**src/common/sar_adc_map.svh**
```systemverilog
`ifndef SAR_ADC_MAP_SVH
`define SAR_ADC_MAP_SVH

// ----------------------------------------------------------------
// register offsets on the cpu memory bus
// ----------------------------------------------------------------
`define OFS_CONVERSION_RESULT 16'hff08
`define OFS_CONVERTER_CONTROL 16'hff28
`define OFS_INPUT_CHANNEL_SELECT 16'hff29
`define OFS_COMPARE_MODE 16'hff2a
`define OFS_COMPARE_THRESHOLD 16'hff2b

// ----------------------------------------------------------------
// field positions
// ----------------------------------------------------------------
`define CTRL_RUN_BIT 7
`define CTRL_TSEL_MSB 5
`define CTRL_TSEL_LSB 3
`define CTRL_REFEN_BIT 0
`define CHAN_MSB 2
`define CMP_ENABLE_BIT 7
`define CMP_DIRECTION_BIT 6
`define RESULT_PAD_BITS 6

// ----------------------------------------------------------------
// reset values
// ----------------------------------------------------------------
`define RST_CONVERTER_CONTROL 8'h00
`define RST_INPUT_CHANNEL_SELECT 8'h00
`define RST_COMPARE_MODE 8'h00
`define RST_COMPARE_THRESHOLD 8'h00

// ----------------------------------------------------------------
// conversion time in main clock cycles per time-select code
// ----------------------------------------------------------------
`define TSEL_CODE_288 3'h0
`define TSEL_CODE_240 3'h1
`define TSEL_CODE_192 3'h2
`define TSEL_CODE_144 3'h4
`define TSEL_CODE_120 3'h5
`define TSEL_CODE_96 3'h6
`define CONV_CYC_288 9'h120
`define CONV_CYC_240 9'h0f0
`define CONV_CYC_192 9'h0c0
`define CONV_CYC_144 9'h090
`define CONV_CYC_120 9'h078
`define CONV_CYC_96 9'h060

// conversion period split in equal slots: two sampling slots, ten bit trials
`define CONV_SLOTS 4'hc
`define SAMPLE_SLOTS 4'h2
`define LAST_SLOT 4'hb

`endif

```
**src/common/sar_adc_pkg.sv**
```systemverilog
package sar_adc_pkg;

    // conversion sequencer states
    typedef enum logic [1:0] {
        st_stopped,
        st_sampling,
        st_trialing
    } conv_state_e;

    typedef logic [9:0] sar_word_t;
    typedef logic [15:0] bus_addr_t;

endpackage

```
**src/logic/approximation_register.sv**
```systemverilog
// successive approximation register: one bit trial at a time, msb first
module approximation_register #(
    parameter int WIDTH = 10
) (
    input wire logic clk,
    input wire logic rst_n,
    input wire logic trial_start,
    input wire logic trial_end,
    input wire logic [3:0] bit_idx,
    input wire logic comp_in,
    output logic [WIDTH-1:0] sar_q
);

    logic [WIDTH-1:0] sar_ff;
    logic [WIDTH-1:0] bit_mask;

    // one-hot mask of the bit under trial
    assign bit_mask = WIDTH'(1) << bit_idx;

    // ----------------------------------------------------------------
    // trial update
    // ----------------------------------------------------------------
    // msb trial clears the word, each trial sets its bit and keeps it
    // only if the comparator says input is at or above the tap
    always_ff @(posedge clk or negedge rst_n)
    begin
        if (!rst_n)
        begin
            sar_ff <= '0;
        end
        else if (trial_start)
        begin
            if (bit_idx == 4'(WIDTH - 1))
            begin
                sar_ff <= bit_mask;
            end
            else
            begin
                sar_ff <= sar_ff | bit_mask;
            end
        end
        else if (trial_end && !comp_in)
        begin
            sar_ff <= sar_ff & ~bit_mask;
        end
    end

    assign sar_q = sar_ff;

endmodule

```
**src/logic/sar_adc_control_power_fail.sv**
```systemverilog
// Notes on behaviour
// - run bit one converts, zero stops
// - time-select code picks conversion cycle count
// - reference-enable bit drives boost reference output
// - run without reference: first result invalid
// - both off stops; reference-only waits idle
// - wait cycle on writes and result read
// - channel register bits 2:0 select input
// - result left-justified, low six bits zero
// - high byte upper eight, low byte two
// - result register has no reset value
// - control or channel write may corrupt result
// - compare enable selects threshold comparison mode
// - direction bit picks at-least or below threshold
// - threshold compared with upper eight result bits
// - compare off: interrupt every conversion, repeat
// - register write aborts, restarts if running
// - clearing run stops immediately, result undefined
`include "sar_adc_map.svh"

module sar_adc_control_power_fail (
    input wire logic clk,
    input wire logic rst_n,
    input wire logic [15:0] bus_addr,
    input wire logic bus_wr,
    input wire logic bus_rd,
    input wire logic [7:0] bus_wdata,
    output logic [15:0] bus_rdata,
    output logic bus_wait,
    input wire logic comp_in,
    output logic [2:0] channel_sel,
    output logic ref_enable,
    output logic sample_hold,
    output logic [9:0] dac_code,
    output logic converter_active,
    output logic conversion_done_irq
);

    // ----------------------------------------------------------------
    // declarations
    // ----------------------------------------------------------------
    logic run_ff;
    logic [2:0] tsel_ff;
    logic refen_ff;
    logic [2:0] chan_ff;
    logic cmp_en_ff;
    logic cmp_dir_ff;
    logic [7:0] thr_ff;
    logic [15:0] result_ff;
    logic [15:0] rdata_ff;
    logic wait_done_ff;
    logic need_wait;
    logic take;
    logic wr_take;
    logic rd_take;
    logic hit_ctrl;
    logic hit_chan;
    logic hit_mode;
    logic hit_thr;
    logic hit_result;
    logic wr_hit;
    logic nxt_run;
    sar_adc_pkg::conv_state_e state_ff;
    logic [3:0] slot_idx_ff;
    logic [4:0] slot_cnt_ff;
    logic [4:0] slot_len;
    logic slot_end;
    logic conv_done;
    logic load_ff;
    logic irq_ff;
    logic trial_start;
    logic trial_end;
    logic [3:0] bit_idx;
    sar_adc_pkg::sar_word_t sar_q;
    logic [7:0] upper;
    logic cond_met;

    // ----------------------------------------------------------------
    // helpers
    // ----------------------------------------------------------------
    // cycles of one conversion for a time-select code; prohibited codes
    // fall back to the longest time
    function automatic logic [8:0] conv_cycles(input logic [2:0] code);
        logic [8:0] cyc;
        cyc = `CONV_CYC_288;
        case (code)
            `TSEL_CODE_288: cyc = `CONV_CYC_288;
            `TSEL_CODE_240: cyc = `CONV_CYC_240;
            `TSEL_CODE_192: cyc = `CONV_CYC_192;
            `TSEL_CODE_144: cyc = `CONV_CYC_144;
            `TSEL_CODE_120: cyc = `CONV_CYC_120;
            `TSEL_CODE_96: cyc = `CONV_CYC_96;
            default: cyc = `CONV_CYC_288;
        endcase
        return cyc;
    endfunction

    // cycles of one slot: a twelfth of the conversion
    function automatic logic [4:0] slot_cycles(input logic [2:0] code);
        logic [8:0] len;
        len = conv_cycles(code) / 9'(`CONV_SLOTS);
        return len[4:0];
    endfunction

    // ----------------------------------------------------------------
    // bus decode and wait insertion
    // ----------------------------------------------------------------
    assign hit_ctrl = (bus_addr == `OFS_CONVERTER_CONTROL);
    assign hit_chan = (bus_addr == `OFS_INPUT_CHANNEL_SELECT);
    assign hit_mode = (bus_addr == `OFS_COMPARE_MODE);
    assign hit_thr = (bus_addr == `OFS_COMPARE_THRESHOLD);
    assign hit_result = (bus_addr == `OFS_CONVERSION_RESULT);

    // one wait cycle on register writes and on result reads
    assign need_wait = (bus_wr && (hit_ctrl || hit_chan || hit_mode || hit_thr)) ||
                       (bus_rd && hit_result);
    assign bus_wait = need_wait && !wait_done_ff;
    assign take = (bus_wr || bus_rd) && !bus_wait;
    assign wr_take = take && bus_wr;
    assign rd_take = take && bus_rd;
    assign wr_hit = wr_take && (hit_ctrl || hit_chan || hit_mode || hit_thr);

    // remembers that the current access has already waited once
    always_ff @(posedge clk or negedge rst_n)
    begin
        if (!rst_n)
        begin
            wait_done_ff <= 1'b0;
        end
        else
        begin
            wait_done_ff <= bus_wait;
        end
    end

    // ----------------------------------------------------------------
    // software registers
    // ----------------------------------------------------------------
    // control register: run, time select, reference enable
    always_ff @(posedge clk or negedge rst_n)
    begin
        if (!rst_n)
        begin
            run_ff <= 1'(`RST_CONVERTER_CONTROL >> `CTRL_RUN_BIT);
            tsel_ff <= 3'h0;
            refen_ff <= 1'b0;
        end
        else if (wr_take && hit_ctrl)
        begin
            run_ff <= bus_wdata[`CTRL_RUN_BIT];
            tsel_ff <= bus_wdata[`CTRL_TSEL_MSB:`CTRL_TSEL_LSB];
            refen_ff <= bus_wdata[`CTRL_REFEN_BIT];
        end
    end

    // channel and compare registers
    always_ff @(posedge clk or negedge rst_n)
    begin
        if (!rst_n)
        begin
            chan_ff <= 3'(`RST_INPUT_CHANNEL_SELECT);
            cmp_en_ff <= 1'b0;
            cmp_dir_ff <= 1'b0;
            thr_ff <= `RST_COMPARE_THRESHOLD;
        end
        else
        begin
            if (wr_take && hit_chan)
            begin
                chan_ff <= bus_wdata[`CHAN_MSB:0];
            end
            if (wr_take && hit_mode)
            begin
                cmp_en_ff <= bus_wdata[`CMP_ENABLE_BIT];
                cmp_dir_ff <= bus_wdata[`CMP_DIRECTION_BIT];
            end
            if (wr_take && hit_thr)
            begin
                thr_ff <= bus_wdata;
            end
        end
    end

    // read data, registered on the accepting edge
    always_ff @(posedge clk or negedge rst_n)
    begin
        if (!rst_n)
        begin
            rdata_ff <= 16'h0000;
        end
        else if (rd_take)
        begin
            if (hit_result)
            begin
                rdata_ff <= result_ff;
            end
            else if (hit_ctrl)
            begin
                rdata_ff <= {8'h00, run_ff, 1'b0, tsel_ff, 2'h0, refen_ff};
            end
            else if (hit_chan)
            begin
                rdata_ff <= {13'h0000, chan_ff};
            end
            else if (hit_mode)
            begin
                rdata_ff <= {8'h00, cmp_en_ff, cmp_dir_ff, 6'h00};
            end
            else if (hit_thr)
            begin
                rdata_ff <= {8'h00, thr_ff};
            end
            else
            begin
                rdata_ff <= 16'h0000; // unmapped reads zero
            end
        end
    end

    // ----------------------------------------------------------------
    // conversion sequencer
    // ----------------------------------------------------------------
    // run value after this edge, so a control write that sets run restarts
    assign nxt_run = (wr_take && hit_ctrl) ? bus_wdata[`CTRL_RUN_BIT] : run_ff;
    assign slot_len = slot_cycles(tsel_ff);
    assign slot_end = (slot_cnt_ff == slot_len - 5'h01);
    assign conv_done = (state_ff == sar_adc_pkg::st_trialing) && slot_end && (slot_idx_ff == `LAST_SLOT);

    // state, slot index and slot counter
    always_ff @(posedge clk or negedge rst_n)
    begin
        if (!rst_n)
        begin
            state_ff <= sar_adc_pkg::st_stopped;
            slot_idx_ff <= 4'h0;
            slot_cnt_ff <= 5'h00;
        end
        else if (wr_hit)
        begin
            // any register write aborts; restart from the top if running
            state_ff <= nxt_run ? sar_adc_pkg::st_sampling : sar_adc_pkg::st_stopped;
            slot_idx_ff <= 4'h0;
            slot_cnt_ff <= 5'h00;
        end
        else if (!run_ff)
        begin
            state_ff <= sar_adc_pkg::st_stopped;
            slot_idx_ff <= 4'h0;
            slot_cnt_ff <= 5'h00;
        end
        else
        begin
            unique case (state_ff)
                sar_adc_pkg::st_stopped:
                begin
                    state_ff <= sar_adc_pkg::st_sampling;
                end
                sar_adc_pkg::st_sampling, sar_adc_pkg::st_trialing:
                begin
                    if (!slot_end)
                    begin
                        slot_cnt_ff <= slot_cnt_ff + 5'h01;
                    end
                    else if (conv_done)
                    begin
                        // back to back conversions while run stays set
                        state_ff <= sar_adc_pkg::st_sampling;
                        slot_idx_ff <= 4'h0;
                        slot_cnt_ff <= 5'h00;
                    end
                    else
                    begin
                        slot_cnt_ff <= 5'h00;
                        slot_idx_ff <= slot_idx_ff + 4'h1;
                        if (slot_idx_ff == `SAMPLE_SLOTS - 4'h1)
                        begin
                            state_ff <= sar_adc_pkg::st_trialing;
                        end
                    end
                end
            endcase
        end
    end

    // bit trials: set bit at slot start, decide at slot end
    assign bit_idx = `LAST_SLOT - slot_idx_ff;
    assign trial_start = (state_ff == sar_adc_pkg::st_trialing) && (slot_cnt_ff == 5'h00) && run_ff && !wr_hit;
    assign trial_end = (state_ff == sar_adc_pkg::st_trialing) && slot_end && run_ff && !wr_hit;

    approximation_register #(
        .WIDTH(10)
    ) u_sar (
        .clk(clk),
        .rst_n(rst_n),
        .trial_start(trial_start),
        .trial_end(trial_end),
        .bit_idx(bit_idx),
        .comp_in(comp_in),
        .sar_q(sar_q)
    );

    // ----------------------------------------------------------------
    // result load, comparison and interrupt
    // ----------------------------------------------------------------
    // result is loaded one edge after the last trial decided
    always_ff @(posedge clk or negedge rst_n)
    begin
        if (!rst_n)
        begin
            load_ff <= 1'b0;
        end
        else
        begin
            load_ff <= conv_done && run_ff && !wr_hit;
        end
    end

    // no reset: contents undefined until the first conversion ends; register writes never touch it
    always_ff @(posedge clk)
    begin
        if (load_ff)
        begin
            result_ff <= {sar_q, `RESULT_PAD_BITS'(0)};
        end
    end

    assign upper = sar_q[9:2];
    // at-least when direction is zero, below when one
    assign cond_met = cmp_dir_ff ? (upper < thr_ff) : (upper >= thr_ff);
    always_ff @(posedge clk or negedge rst_n)
    begin
        if (!rst_n)
        begin
            irq_ff <= 1'b0;
        end
        else
        begin
            irq_ff <= load_ff && (!cmp_en_ff || cond_met);
        end
    end

    // ----------------------------------------------------------------
    // outputs
    // ----------------------------------------------------------------
    assign bus_rdata = rdata_ff;
    assign channel_sel = chan_ff;
    assign ref_enable = refen_ff;
    assign sample_hold = (state_ff == sar_adc_pkg::st_sampling);
    assign dac_code = sar_q;
    assign converter_active = (state_ff != sar_adc_pkg::st_stopped);
    assign conversion_done_irq = irq_ff;

    // ----------------------------------------------------------------
    // assertions
    // ----------------------------------------------------------------
    logic [8:0] conv_len_ff;

    // cycles since the current conversion started
    always_ff @(posedge clk or negedge rst_n)
    begin
        if (!rst_n)
        begin
            conv_len_ff <= 9'h000;
        end
        else if (wr_hit || conv_done || state_ff == sar_adc_pkg::st_stopped)
        begin
            conv_len_ff <= 9'h000;
        end
        else
        begin
            conv_len_ff <= conv_len_ff + 9'h001;
        end
    end

    a_conv_length:
        assert property (@(posedge clk) disable iff (!rst_n)
            conv_done |-> conv_len_ff == conv_cycles(tsel_ff) - 9'h001)
        else $error("conversion length does not match time select");

    a_stop_no_run:
        assert property (@(posedge clk) disable iff (!rst_n)
            (!run_ff && !wr_hit) |=> state_ff == sar_adc_pkg::st_stopped)
        else $error("converter still active with run cleared");

    a_wait_on_access:
        assert property (@(posedge clk) disable iff (!rst_n)
            (need_wait && !$past(bus_wait)) |-> bus_wait ##1 !bus_wait)
        else $error("wait cycle missing or too long");

    a_abort_restart:
        assert property (@(posedge clk) disable iff (!rst_n)
            (wr_hit && nxt_run) |=> state_ff == sar_adc_pkg::st_sampling && slot_idx_ff == 4'h0
                && slot_cnt_ff == 5'h00)
        else $error("register write did not restart conversion");

    a_result_layout:
        assert property (@(posedge clk) disable iff (!rst_n)
            load_ff |=> result_ff[5:0] == 6'h00 && result_ff[15:6] == $past(sar_q))
        else $error("result not loaded left justified");

    a_irq_plain:
        assert property (@(posedge clk) disable iff (!rst_n)
            (conv_done && run_ff && !wr_hit && !cmp_en_ff) |=> ##1 conversion_done_irq)
        else $error("missing interrupt after plain conversion");

    a_irq_below_only:
        assert property (@(posedge clk) disable iff (!rst_n)
            (load_ff && cmp_en_ff && cmp_dir_ff && sar_q[9:2] >= thr_ff) |=> !conversion_done_irq)
        else $error("interrupt raised although result not below threshold");

    a_irq_at_least:
        assert property (@(posedge clk) disable iff (!rst_n)
            (load_ff && cmp_en_ff && !cmp_dir_ff && sar_q[9:2] >= thr_ff) |=> conversion_done_irq)
        else $error("interrupt missing for result at or above threshold");

    a_stop_no_load:
        assert property (@(posedge clk) disable iff (!rst_n)
            (!run_ff) |=> !load_ff)
        else $error("result loaded after run cleared");

    c_plain_done:
        cover property (@(posedge clk) disable iff (!rst_n) conversion_done_irq && !cmp_en_ff);
    c_compare_below:
        cover property (@(posedge clk) disable iff (!rst_n) conversion_done_irq && cmp_en_ff && cmp_dir_ff);
    c_abort_running:
        cover property (@(posedge clk) disable iff (!rst_n) wr_hit && state_ff == sar_adc_pkg::st_trialing);

endmodule

```
**config.mk**
```make
export PLATFORM = sky130hd
export DESIGN_NAME = sar_adc_control_power_fail
export DESIGN_NICKNAME = d
export VERILOG_FILES = /design/src/common/sar_adc_pkg.sv /design/src/logic/approximation_register.sv /design/src/logic/sar_adc_control_power_fail.sv
export VERILOG_INCLUDE_DIRS = /design/src /design/src/common
export SDC_FILE = /design/constraint.sdc
export NUM_CORES = 1
export LEC_CHECK = 0
export ABC_AREA = 1
export BUFFER_PORTS_ARGS = -buffer_cell sky130_fd_sc_hd__buf_2
export CAP_MARGIN = 5
export CORE_ASPECT_RATIO = 0.6
export CORE_UTILIZATION = 57
export CTS_CLUSTER_DIAMETER = 50
export DETAILED_ROUTE_END_ITERATION = 16
export PLACE_DENSITY = 0.86
export SYNTH_ARGS = -nofsm -noshare
export SYNTH_HDL_FRONTEND = slang
export SYNTH_SLANG_ARGS = --single-unit
export TNS_END_PERCENT = 100
```
**constraint.sdc**
```tcl
create_clock -name clk -period 3.5 [get_ports clk]
set_input_delay 0.7 -clock clk [delete_from_list [all_inputs] [get_ports clk]]
set_output_delay 0.7 -clock clk [all_outputs]
set_load 0.01 [all_outputs]
```
== Word-level counts from Yosys, hierarchy flattened ==
Cells that the tools add are included.
Word-level totals
  register bits after elaboration: 68
  output and inout port bits: 34
  word-level logic and storage cells: 114
Cells by class
  $add $sub $neg: 4
  div/mod/pow operators: 1
  magnitude comparators: 2
  equal/unequal tests: 20
  shift operators: 1
  multiplexer cells: 27
  bitwise gates (word level): 3
  reductions and logical operators: 40
Operators by type and width (number)
  16-bit equality test (second input constant): 5
  9-bit one-hot mux with 5 select lines: 1
  8-bit 2-to-1 mux: 4
  10-bit 2-to-1 mux: 3
  1-bit logical AND: 22
  4-bit 2-to-1 mux: 5
  5-bit 2-to-1 mux: 4
  16-bit 2-to-1 mux: 1
  10-bit bitwise AND: 1
  2-bit 2-to-1 mux: 5
  10-bit NOT: 1
  10-bit OR: 1
  1-bit by 4-bit left shift with 10-bit output (first input constant): 1
  9-bit by 4-bit divider with 9-bit output (second input constant): 1
  3-bit equality test (second input constant): 3
  4-bit equality test (second input constant): 2
  8-bit greater-or-equal comparator: 1
  8-bit < comparator: 1
  1-bit logical OR: 6
  3-bit by 1-bit != test with 1-bit output (second input constant): 2
  5-bit by 1-bit adder with 5-bit output (second input constant): 1
  5-bit equality test: 1
  1-bit zero test: 5
  5-bit zero test: 1
  other kinds (16): 20

== Longest topological paths before layout ==
Gate-level depths: netlist of run 1.
  word-level depth: 16
  gate-level depth with buffers: 18
  mapped depth without buffers: 17

== Modules after synthesis ==
From an unflattened synthesis of run 1, not the netlist that was laid out.
Unflattened totals
  cell total of the unflattened synthesis: 461
  area, all modules: 3923.8 um^2
Modules (own cells, without submodules)
  sar_adc_control_power_fail: instances 1, cells an instance 366, area an instance 3229.3 um^2, seq. area each 1501.4 um^2
  approximation_register: instances 1, cells an instance 95, area an instance 694.4 um^2, seq. area each 250.2 um^2

== Worst setup path before layout of run 1 ==
No wires, ideal clock.
  path kind: register to register
  from: register tsel_ff[1]
  to: register u_sar.sar_ff[2], in the netlist u_sar.sar_q[2]
  setup time: 126 ps
  arrival time: 2277 ps
  required time: 3374 ps
  path slack: 1097 ps
  stages on the path, launching flop included: 18
  buffers on the path: 1
  clock period less this slack: 2403 ps
  path through: dfrtp_1 > inv_2 > nand3_4 > inv_2 > ha_1 > inv_1 > nand2_1 > nand2_2 > ha_1 > xnor2_1 > nor2_1 > nand2_1 > nor2_2 > nand2_1 > or2_4 > a21oi_4 > buf_4 > o21ai_0
Between the ends
  word-level cells in the longest chain between the ends: 10
Ends and longest elaborated chain
  start: declaration: line sar_adc_control_power_fail.sv:43  | logic [2:0] tsel_ff;
  start signal: assignment: line sar_adc_control_power_fail.sv:151  | tsel_ff <= bus_wdata[`CTRL_TSEL_MSB:`CTRL_TSEL_LSB];
  3-bit equality test, or another cell as far along: line sar_adc_control_power_fail.sv:86  | case (code)
  9-bit one-hot mux with 5 select lines (*): line sar_adc_control_power_fail.sv:86
  9-bit by 4-bit divider with 9-bit output (*): line sar_adc_control_power_fail.sv:101  | len = conv_cycles(code) / 9'(`CONV_SLOTS);
  5-bit by 1-bit subtractor with 5-bit output (*): line sar_adc_control_power_fail.sv:226  | assign slot_end = (slot_cnt_ff == slot_len - 5'h01);
  5-bit equality test (*): line sar_adc_control_power_fail.sv:226
  1-bit logical AND (*) (3 in a row): line sar_adc_control_power_fail.sv:288  | assign trial_end = (state_ff == sar_adc_pkg::st_trialing) && slot_end && run_ff && !wr_hit;
  1-bit logical AND (*): line approximation_register.sv:42  | else if (trial_end && !comp_in)
  2-bit nonzero test (no line) (*)
  end signal: assignment: line approximation_register.sv:35  | sar_ff <= bit_mask;
  end signal: assignment: line approximation_register.sv:39  | sar_ff <= sar_ff | bit_mask;
  end signal: assignment: line approximation_register.sv:44  | sar_ff <= sar_ff & ~bit_mask;
  end: declaration: line approximation_register.sv:14  | logic [WIDTH-1:0] sar_ff;
Every way passes the cells marked *; elsewhere a longest branch is shown, timed or not.
A chain may end at the register's enable or synchronous reset.

== Worst setup path in the final report of run 1 ==
  from: register tsel_ff[1]
  to: register u_sar.sar_ff[9], in the netlist u_sar.sar_q[9]
Same word-level chain as after synthesis.

==> results by group, run 1 <==
Outcome
  • Run status: complete, no violations

Synth
  • Area leader, netlist: dfrtp_1
  • Synth top area share: between 30% and 40%
  • Ys flop type: dfrtp_1
  • Syn Nets: about 520
  • Netlist cell types: 34
  • Commonest cells in the netlist: nand2_1, inv_1, dfrtp_1
  • Yosys reg bits: a little under 70
  • Post-synth EDFFs: 10
  • Async S/R FF share, synth: 85.3%
  • Syn avg cell area: 8.19 um^2
  • Top-count cell post-synth: nand2_1
  • Post-Syn Area: 3840 um^2
  • Syn. warnings: 0
  • Post-Syn Instances: 469
  • Post-synthesis sequential area ratio: 45.6%
  • Top cells by area, synth: dfrtp_1, nand2_1, edfxtp_1, ha_1, inv_1

Setup path
  • Reg2Reg Depth: 16
  • Worst-path cell chain: inv_2 -> nand3_4 -> inv_2 -> ha_1 -> inv_1 -> nand2_1 -> nand2_2 -> ha_1 -> xor2_1 -> nand3b_1 -> nand3_1 -> nor2_2 -> nand2_1 -> or2_4 -> a21oi_4 -> o21ai_0
  • Critical R2R Launch: tsel_ff[1]
  • Startpoint types: flop
  • Reg2reg end: u_sar.sar_q[9]
  • CP startpoint: tsel_ff[1]
  • Critical path type: flop to flop
  • Max incr delay on CP: around 0.42 ns
  • Worst endpoint required time: 3.72 ns
  • Stages on the worst setup path: 16
  • CP endpoint kind: flop
  • Buf+Inv Stages, Crit Path: 3
  • Crit-path max FO: 20
  • End of the critical path: u_sar.sar_q[9]
  • CP top delay family: simple AND/OR/NAND/NOR gates
  • Critical Path AT: ~3.1 ns
  • Slowest CP cell: dfrtp_1
  • R2R Setup Slk: 0.67 ns

STA
  • Pins Over Slew Limit: 0
  • Max-slew headroom: 67.4%
  • Final hold violation count: 0
  • Fmax: approximately 350 MHz
  • Worst Tran Pin Value: 0.489 ns
  • RSZ-0062 raised after global routing: false
  • Worst Clk Skew: 0.0149 ns
  • Final setup violation count: 0
  • Setup tns final: 0 ns
  • Fin crit share: 81.0%
  • Min Tclk post-route: 2.83 ns

Layout
  • Storage cell area: 1750 um^2
  • P&R area growth vs syn: 14.3%
  • Layout cells sized above 1: 19.2%
  • Utilization after layout: 69.7%
  • Layout Nets: 590
  • Diodes inserted: 0
  • Area of the multi-input gates: around 1800 um^2
  • FILL cells: 501

Global route
  • GRT overflow: 0
  • Vias in the first global route: 3,053
  • Global-route wire length before repair: around 14 mm
  • Initial antenna violation count: 0
  • GRT met1 Usage: a little under two fifths
  • GR Util All Layers: 27.5%
  • GRT met3 Usage: under 10%
  • Pin count of the biggest net entering global routing: 38
  • M2 GR Usage: 41.8%
  • Gr busiest metal: met2

Drt
  • Vias: 3,389
  • Routed len/inst: 14.1 um
  • Vias per inst: approximately 5.4
  • Antenna viol nets, final: 0
  • Initial drt markers: 246
  • DRC Markers: 0
  • Router iterations before antenna repair: 5
  • Routed wire length: a little under 9 mm

Clocking
  • Clk slew on worst S/H paths: 0.08 ns
  • Clock Tree Buf Depth: 2
  • # H-tree levels: 3
  • Root buffer cell: clkbuf_8
  • # clock sinks: 68
  • CTS tree: yes
  • Setup Buffers After CTS: 0
  • PostCTS Resize Cnt: 0
  • Worst-Skew Late Latency: 0.36 ns
  • CTS buffer count: 9
  • Hold-fix buffer count after cts: 0

Floorplanning
  • # rows: 22
  • DIE AREA: roughly 7000 um^2
  • Core Box Area: 6300 um^2
  • Starting density of the core: 61.0%
  • Die H: roughly 66 um
  • Die Wd: around 110 um
  • Top-Level Pins: 63

Power
  • Tot Pwr: 2.15 mW
  • Maximum VDD drop: 0.000372 V
  • Pwr/cell area: 489 nW/um^2
  • LEAKAGE: between 2 and 2.5 nW

Worst hold path
  • Worst hold path class: input pin to asynchronous set/reset pin

Placement
  • PortBufs: 62
  • RD Place Congestion: 0.898
  • DPL Wire Length: approximately 6.7 mm

Run
  • MaxCap Viol Count: 0
## where the power goes
group / leakage (nW) / total (mW) / switching (mW) / internal [mW]
clock network: 0.0896 / 0.577 / 0.317 / 0.260
logic: 1.46 / 0.577 / 0.347 / 0.230
registers: 0.773 / 0.994 / 0.106 / 0.887
## worst register-to-register path, delay by kind of cell, from the launching register on
kind | cells | cell delay (ns)
buffers and inverters | 3 | 0.25
xor gates and xnor gates | 1 | 0.19
adders and majority gates | 2 | 0.37
and+or+nand+nor | 8 | 0.89
DFF | 1 | 0.42
AOI/OAI and AO/OA | 2 | 0.58
## cell usage in the layout (no fill, tap or decap), drive strengths merged, types with 10 or more instances in the layout
cell,netlist,final
ha,24,24
nor2,23,23
o22ai,11,11
buf,6,64
edfxtp,10,10
o21ai,55,55
dfrtp,58,58
inv,72,73
nand2,142,142
nand3,36,36
## kinds of logic (layout without fill, tap and decap cells)
kind of cell,after synthesis,after routing,synth area share (%)
buffers and inverters,79,152,8.50
AO/OA/AOI/OAI,77,77,12.0
adder cells (fa/ha/maj),24,24,7.82
XOR/XNOR,7,7,1.60
AND/OR/NAND/NOR,214,214,24.6
flip-flops,68,68,45.6
## worst min-delay path by stage
stage          slack, ns  cells after the start           end
4_1_cts             0.30                      1  wait_done_ff
3_5_place_dp        0.46                      2  bus_rdata[5]
5_1_grt             0.32                      1  wait_done_ff
2_1_floorplan       0.40                      0  bus_rdata[0]
3_3_place_gp        0.46                      2  bus_rdata[2]
6_report            0.29                      1  wait_done_ff
## flip-flops by register name (all words and copies together), names as in the netlist, 2 cells and up
register / cells
tsel_ff: 3
thr_ff: 8
u_sar.sar_q: 10
slot_cnt_ff: 5
bus_rdata: 16
channel_sel: 3
result_ff: 10
state_ff: 2
slot_idx_ff: 4
## through the flow
step	setup WS [ns]	cell area, um^2	std cells	hold WS (ns)
finish	0.666	4390	626	0.292
global route	0.380	4390	626	0.324
CTS	0.698	4390	626	0.296
detailed placement	0.716	4220	610	0.465
global placement	0.809	4220	610	0.459
floorplan	1.10	3840	469	0.404
## cell type report
class / instances / area share (%)
sequential: 68 / 39.9
clock inverter: 7 / 1.20
timing repair buffer: 64 / 7.41
inverter: 72 / 6.15
multi-input combinational: 322 / 40.2
tap: 84 / 2.39
clock buffer: 9 / 2.82
## metal layers
metal,wire length [um],vias to the layer above
li1,-,1655
met1,4170,1593
met2,3880,126
met3,647,15
met4,119,0
met5,0,-
(Power assumes the default switching activity.)
==> run 2, diff against run 1 <==
Clock period 3.5 ns to 2.8 ns, I/O delays scaled along.
==> results by group, run 2 (synthesis gave the netlist of run 1 again) <==
Power
  • Sw frac: 36.0% (+0.12 points)
  • Cell Int Power: 1.79 mW (+30%)
  • Clock share of power: 29.2% (+2.3 points)
  • Maximum VDD drop: 0.000592 V (+59%)
  • Total net switching power: 1.01 mW (+31%)
  • Pwr/cell area: 615 nW/um^2 (+26%)
  • Sequential group share of total power: 44.4% (-1.9 points)
  • Logic pwr share: 26.4% (-0.5 points)
  • LEAKAGE: 2.38 nW (+2.6%)

Floorplanning
  • Die H: 65.6 um (unchanged)
  • # rows: 22 (unchanged)
  • DIE AREA: 7080 um^2 (unchanged)
  • Top-Level Pins: 63 (unchanged)
  • Core Box Area: 6300 um^2 (unchanged)
  • Starting density of the core: 61.0% (unchanged)
  • Die Wd: 108 um (unchanged)

Setup path
  • Critical Path AT: 2.92 ns (-0.13 ns)
  • Worst endpoint required time: 3.07 ns (-0.65 ns)
  • Startpoint types: flop
  • CP endpoint kind: flop
  • Crit-path max FO: 5 (-75%)
  • R2R Setup Slk: 0.15 ns (-0.52 ns)
  • Critical path type: flop to flop

STA
  • Fin crit share: 94.7% (+14 points)
  • Fmax: 377 MHz (+6.9%)
  • Final hold violation count: 0 (unchanged)
  • Hold Worst Slack: 0.150 ns (-0.142 ns)
  • Pins Over Slew Limit: 0 (unchanged)
  • Worst Tran Pin Value: 0.581 ns (+0.0912 ns)
  • Worst Clk Skew: 0.00729 ns (-0.00765 ns)
  • Max-slew headroom: 61.2% (-6.2 points)
  • Final setup violation count: 0 (unchanged)
  • Min Tclk post-route: 2.65 ns (-0.183 ns)

Global route
  • Global-route wire length before repair: 14.4 mm (-0.48%)
  • Pin count of the biggest net entering global routing: 38 (unchanged)
  • GRT overflow: 0 (unchanged)
  • Initial antenna violation count: 0 (unchanged)
  • Vias in the first global route: 3,026 (-0.88%)
  • GR Util All Layers: 26.9% (-0.56 points)

Layout
  • Max FFs per register: 16 (unchanged)
  • Layout cells sized above 1: 21.5% (+2.3 points)
  • Commonest cells after routing, fill and taps aside: nand2_1, inv_1, buf_2
  • Diodes inserted: 0 (unchanged)
  • Utilization after layout: 72.3% (+2.6 points)
  • Final Cell Area: 4560 um^2 (+3.8%)
  • P&R area growth vs syn: 18.7%
  • Layout Nets: 602 (+2.0%)
  • Non-filler cells, final: 638 (+1.9%)
  • FILL cells: 486 (-3.0%)
  • Leading cell type in the layout, fill and taps excluded: nand2_1

Placement
  • Area after DPL: 4230 um^2 (+0.36%)
  • PortBufs: 62 (unchanged)
  • DPL Wire Length: 6.58 mm (-2.5%)
  • RD Place Congestion: 0.871 (-3.1%)
  • Dpl cells: 612 (+0.33%)

Clocking
  • Clock Tree Buf Depth: 2 (unchanged)
  • Hold-fix buffer count after cts: 0 (unchanged)
  • # H-tree levels: 3 (unchanged)
  • Root buffer cell: clkbuf_8
  • Clk slew on worst S/H paths: 0.08 ns (about the same)
  • CTS buffer count: 9 (unchanged)
  • Worst-Skew Late Latency: 0.36 ns (about the same)
  • # clock sinks: 68 (unchanged)
  • CTS tree: yes

Drt
  • Initial drt markers: 393 (+60%)
  • DRC Markers: 0 (unchanged)
  • Routed wire length: 9.12 mm (+3.4%)
  • Vias: 3,454 (+1.9%)
  • Router iterations before antenna repair: 5 (unchanged)
  • Antenna viol nets, final: 0 (unchanged)
  • Routed len/inst: 14.3 um (+1.4%)
  • Vias per inst: 5.41 (about the same)

Run
  • MaxCap Viol Count: 0 (unchanged)

Worst hold path
  • Worst hold path class: input pin to asynchronous set/reset pin

Outcome
  • Run status: complete, no violations
run 2: area by class of cell:
cell class / instances / area [um^2] / area share, %
multi-input cells: 325 / 1840 / 40.3
well taps: 84 / 105 / 2.31
inverters: 72 / 273 / 5.98
clock inverters: 6 / 52.6 / 1.15
repair buffers: 73 / 393 / 8.62
flip-flops and latches: 68 / 1750 / 38.4
clock buffers: 10 / 149 / 3.27
run 2: per-layer routing:
layer / wire length [um] / vias to the layer above / share of wire (%) / track usage (%)
met3: 773 / 15 / 8.5 / 6.05
met4: 127 / 0 / 1.4 / 8.90
li1: - / 1684 / - / -
met2: 4050 / 166 / 44 / 40.8
met5: 0 / - / 0 / 0
met1: 4160 / 1589 / 46 / 38.2
run 2: worst max-delay path, stage by stage (launching register included):
cell and delay, ns:
dfrtp_1 0.43, nand3_4 0.13, inv_1 0.05, ha_1 0.28, inv_1 0.06, nand2_2 0.06
nand2_2 0.08, ha_4 0.14, xor2_2 0.14, nand3b_1 0.12, nand3_1 0.10, nor2_2 0.17
nand2_1 0.07, or2_4 0.31, a21oi_4 0.23, nand2_1 0.09, o21ai_0 0.10
run 2: worst paths after layout:
kind / cells after the start / endpoint / start
max: 16 / u_sar.sar_q[5] / tsel_ff[2]
min: 1 / bus_rdata[7] / rst_n
max reg2reg: 16 / u_sar.sar_q[5] / tsel_ff[2]
min reg2reg: 2 / bus_rdata[8] / bus_rdata[8]
max in group asynchronous: 2 / slot_cnt_ff[1] / rst_n
min in group clk: 3 / channel_sel[2] / bus_wdata[2]
run 2: power by group through the flow:
stage	registers (mW)	clock network, mW	logic [mW]
floorplan	1.24	0	0.483
global placement	1.25	0	0.669
detailed placement	1.26	0	0.718
CTS	1.24	0.823	0.723
global route	1.26	0.873	0.838
finish	1.25	0.819	0.739
run 2: through the flow:
step	total power [mW]	TNS [ns]	worst slack [ns]
2_1_floorplan	1.72	0	0.397
3_3_place_gp	1.92	0	0.189
3_5_place_dp	1.98	-0.0134	-0.0134
4_1_cts	2.79	0	0.0692
5_1_grt	2.97	-0.0857	-0.0231
6_report	2.80	0	0.150
run 2: repair_timing:
| item | in CTS | in global routing |
|---|---|---|
| cloned | 1 | 2 |
| pin swaps | 1 | 6 |
| buffers inserted | 0 | 7 |
| endpoints found under the hold margin | 0 | 0 |
| setup endpoints to repair | 5 | 14 |
| resized for setup | 1 | 8 |
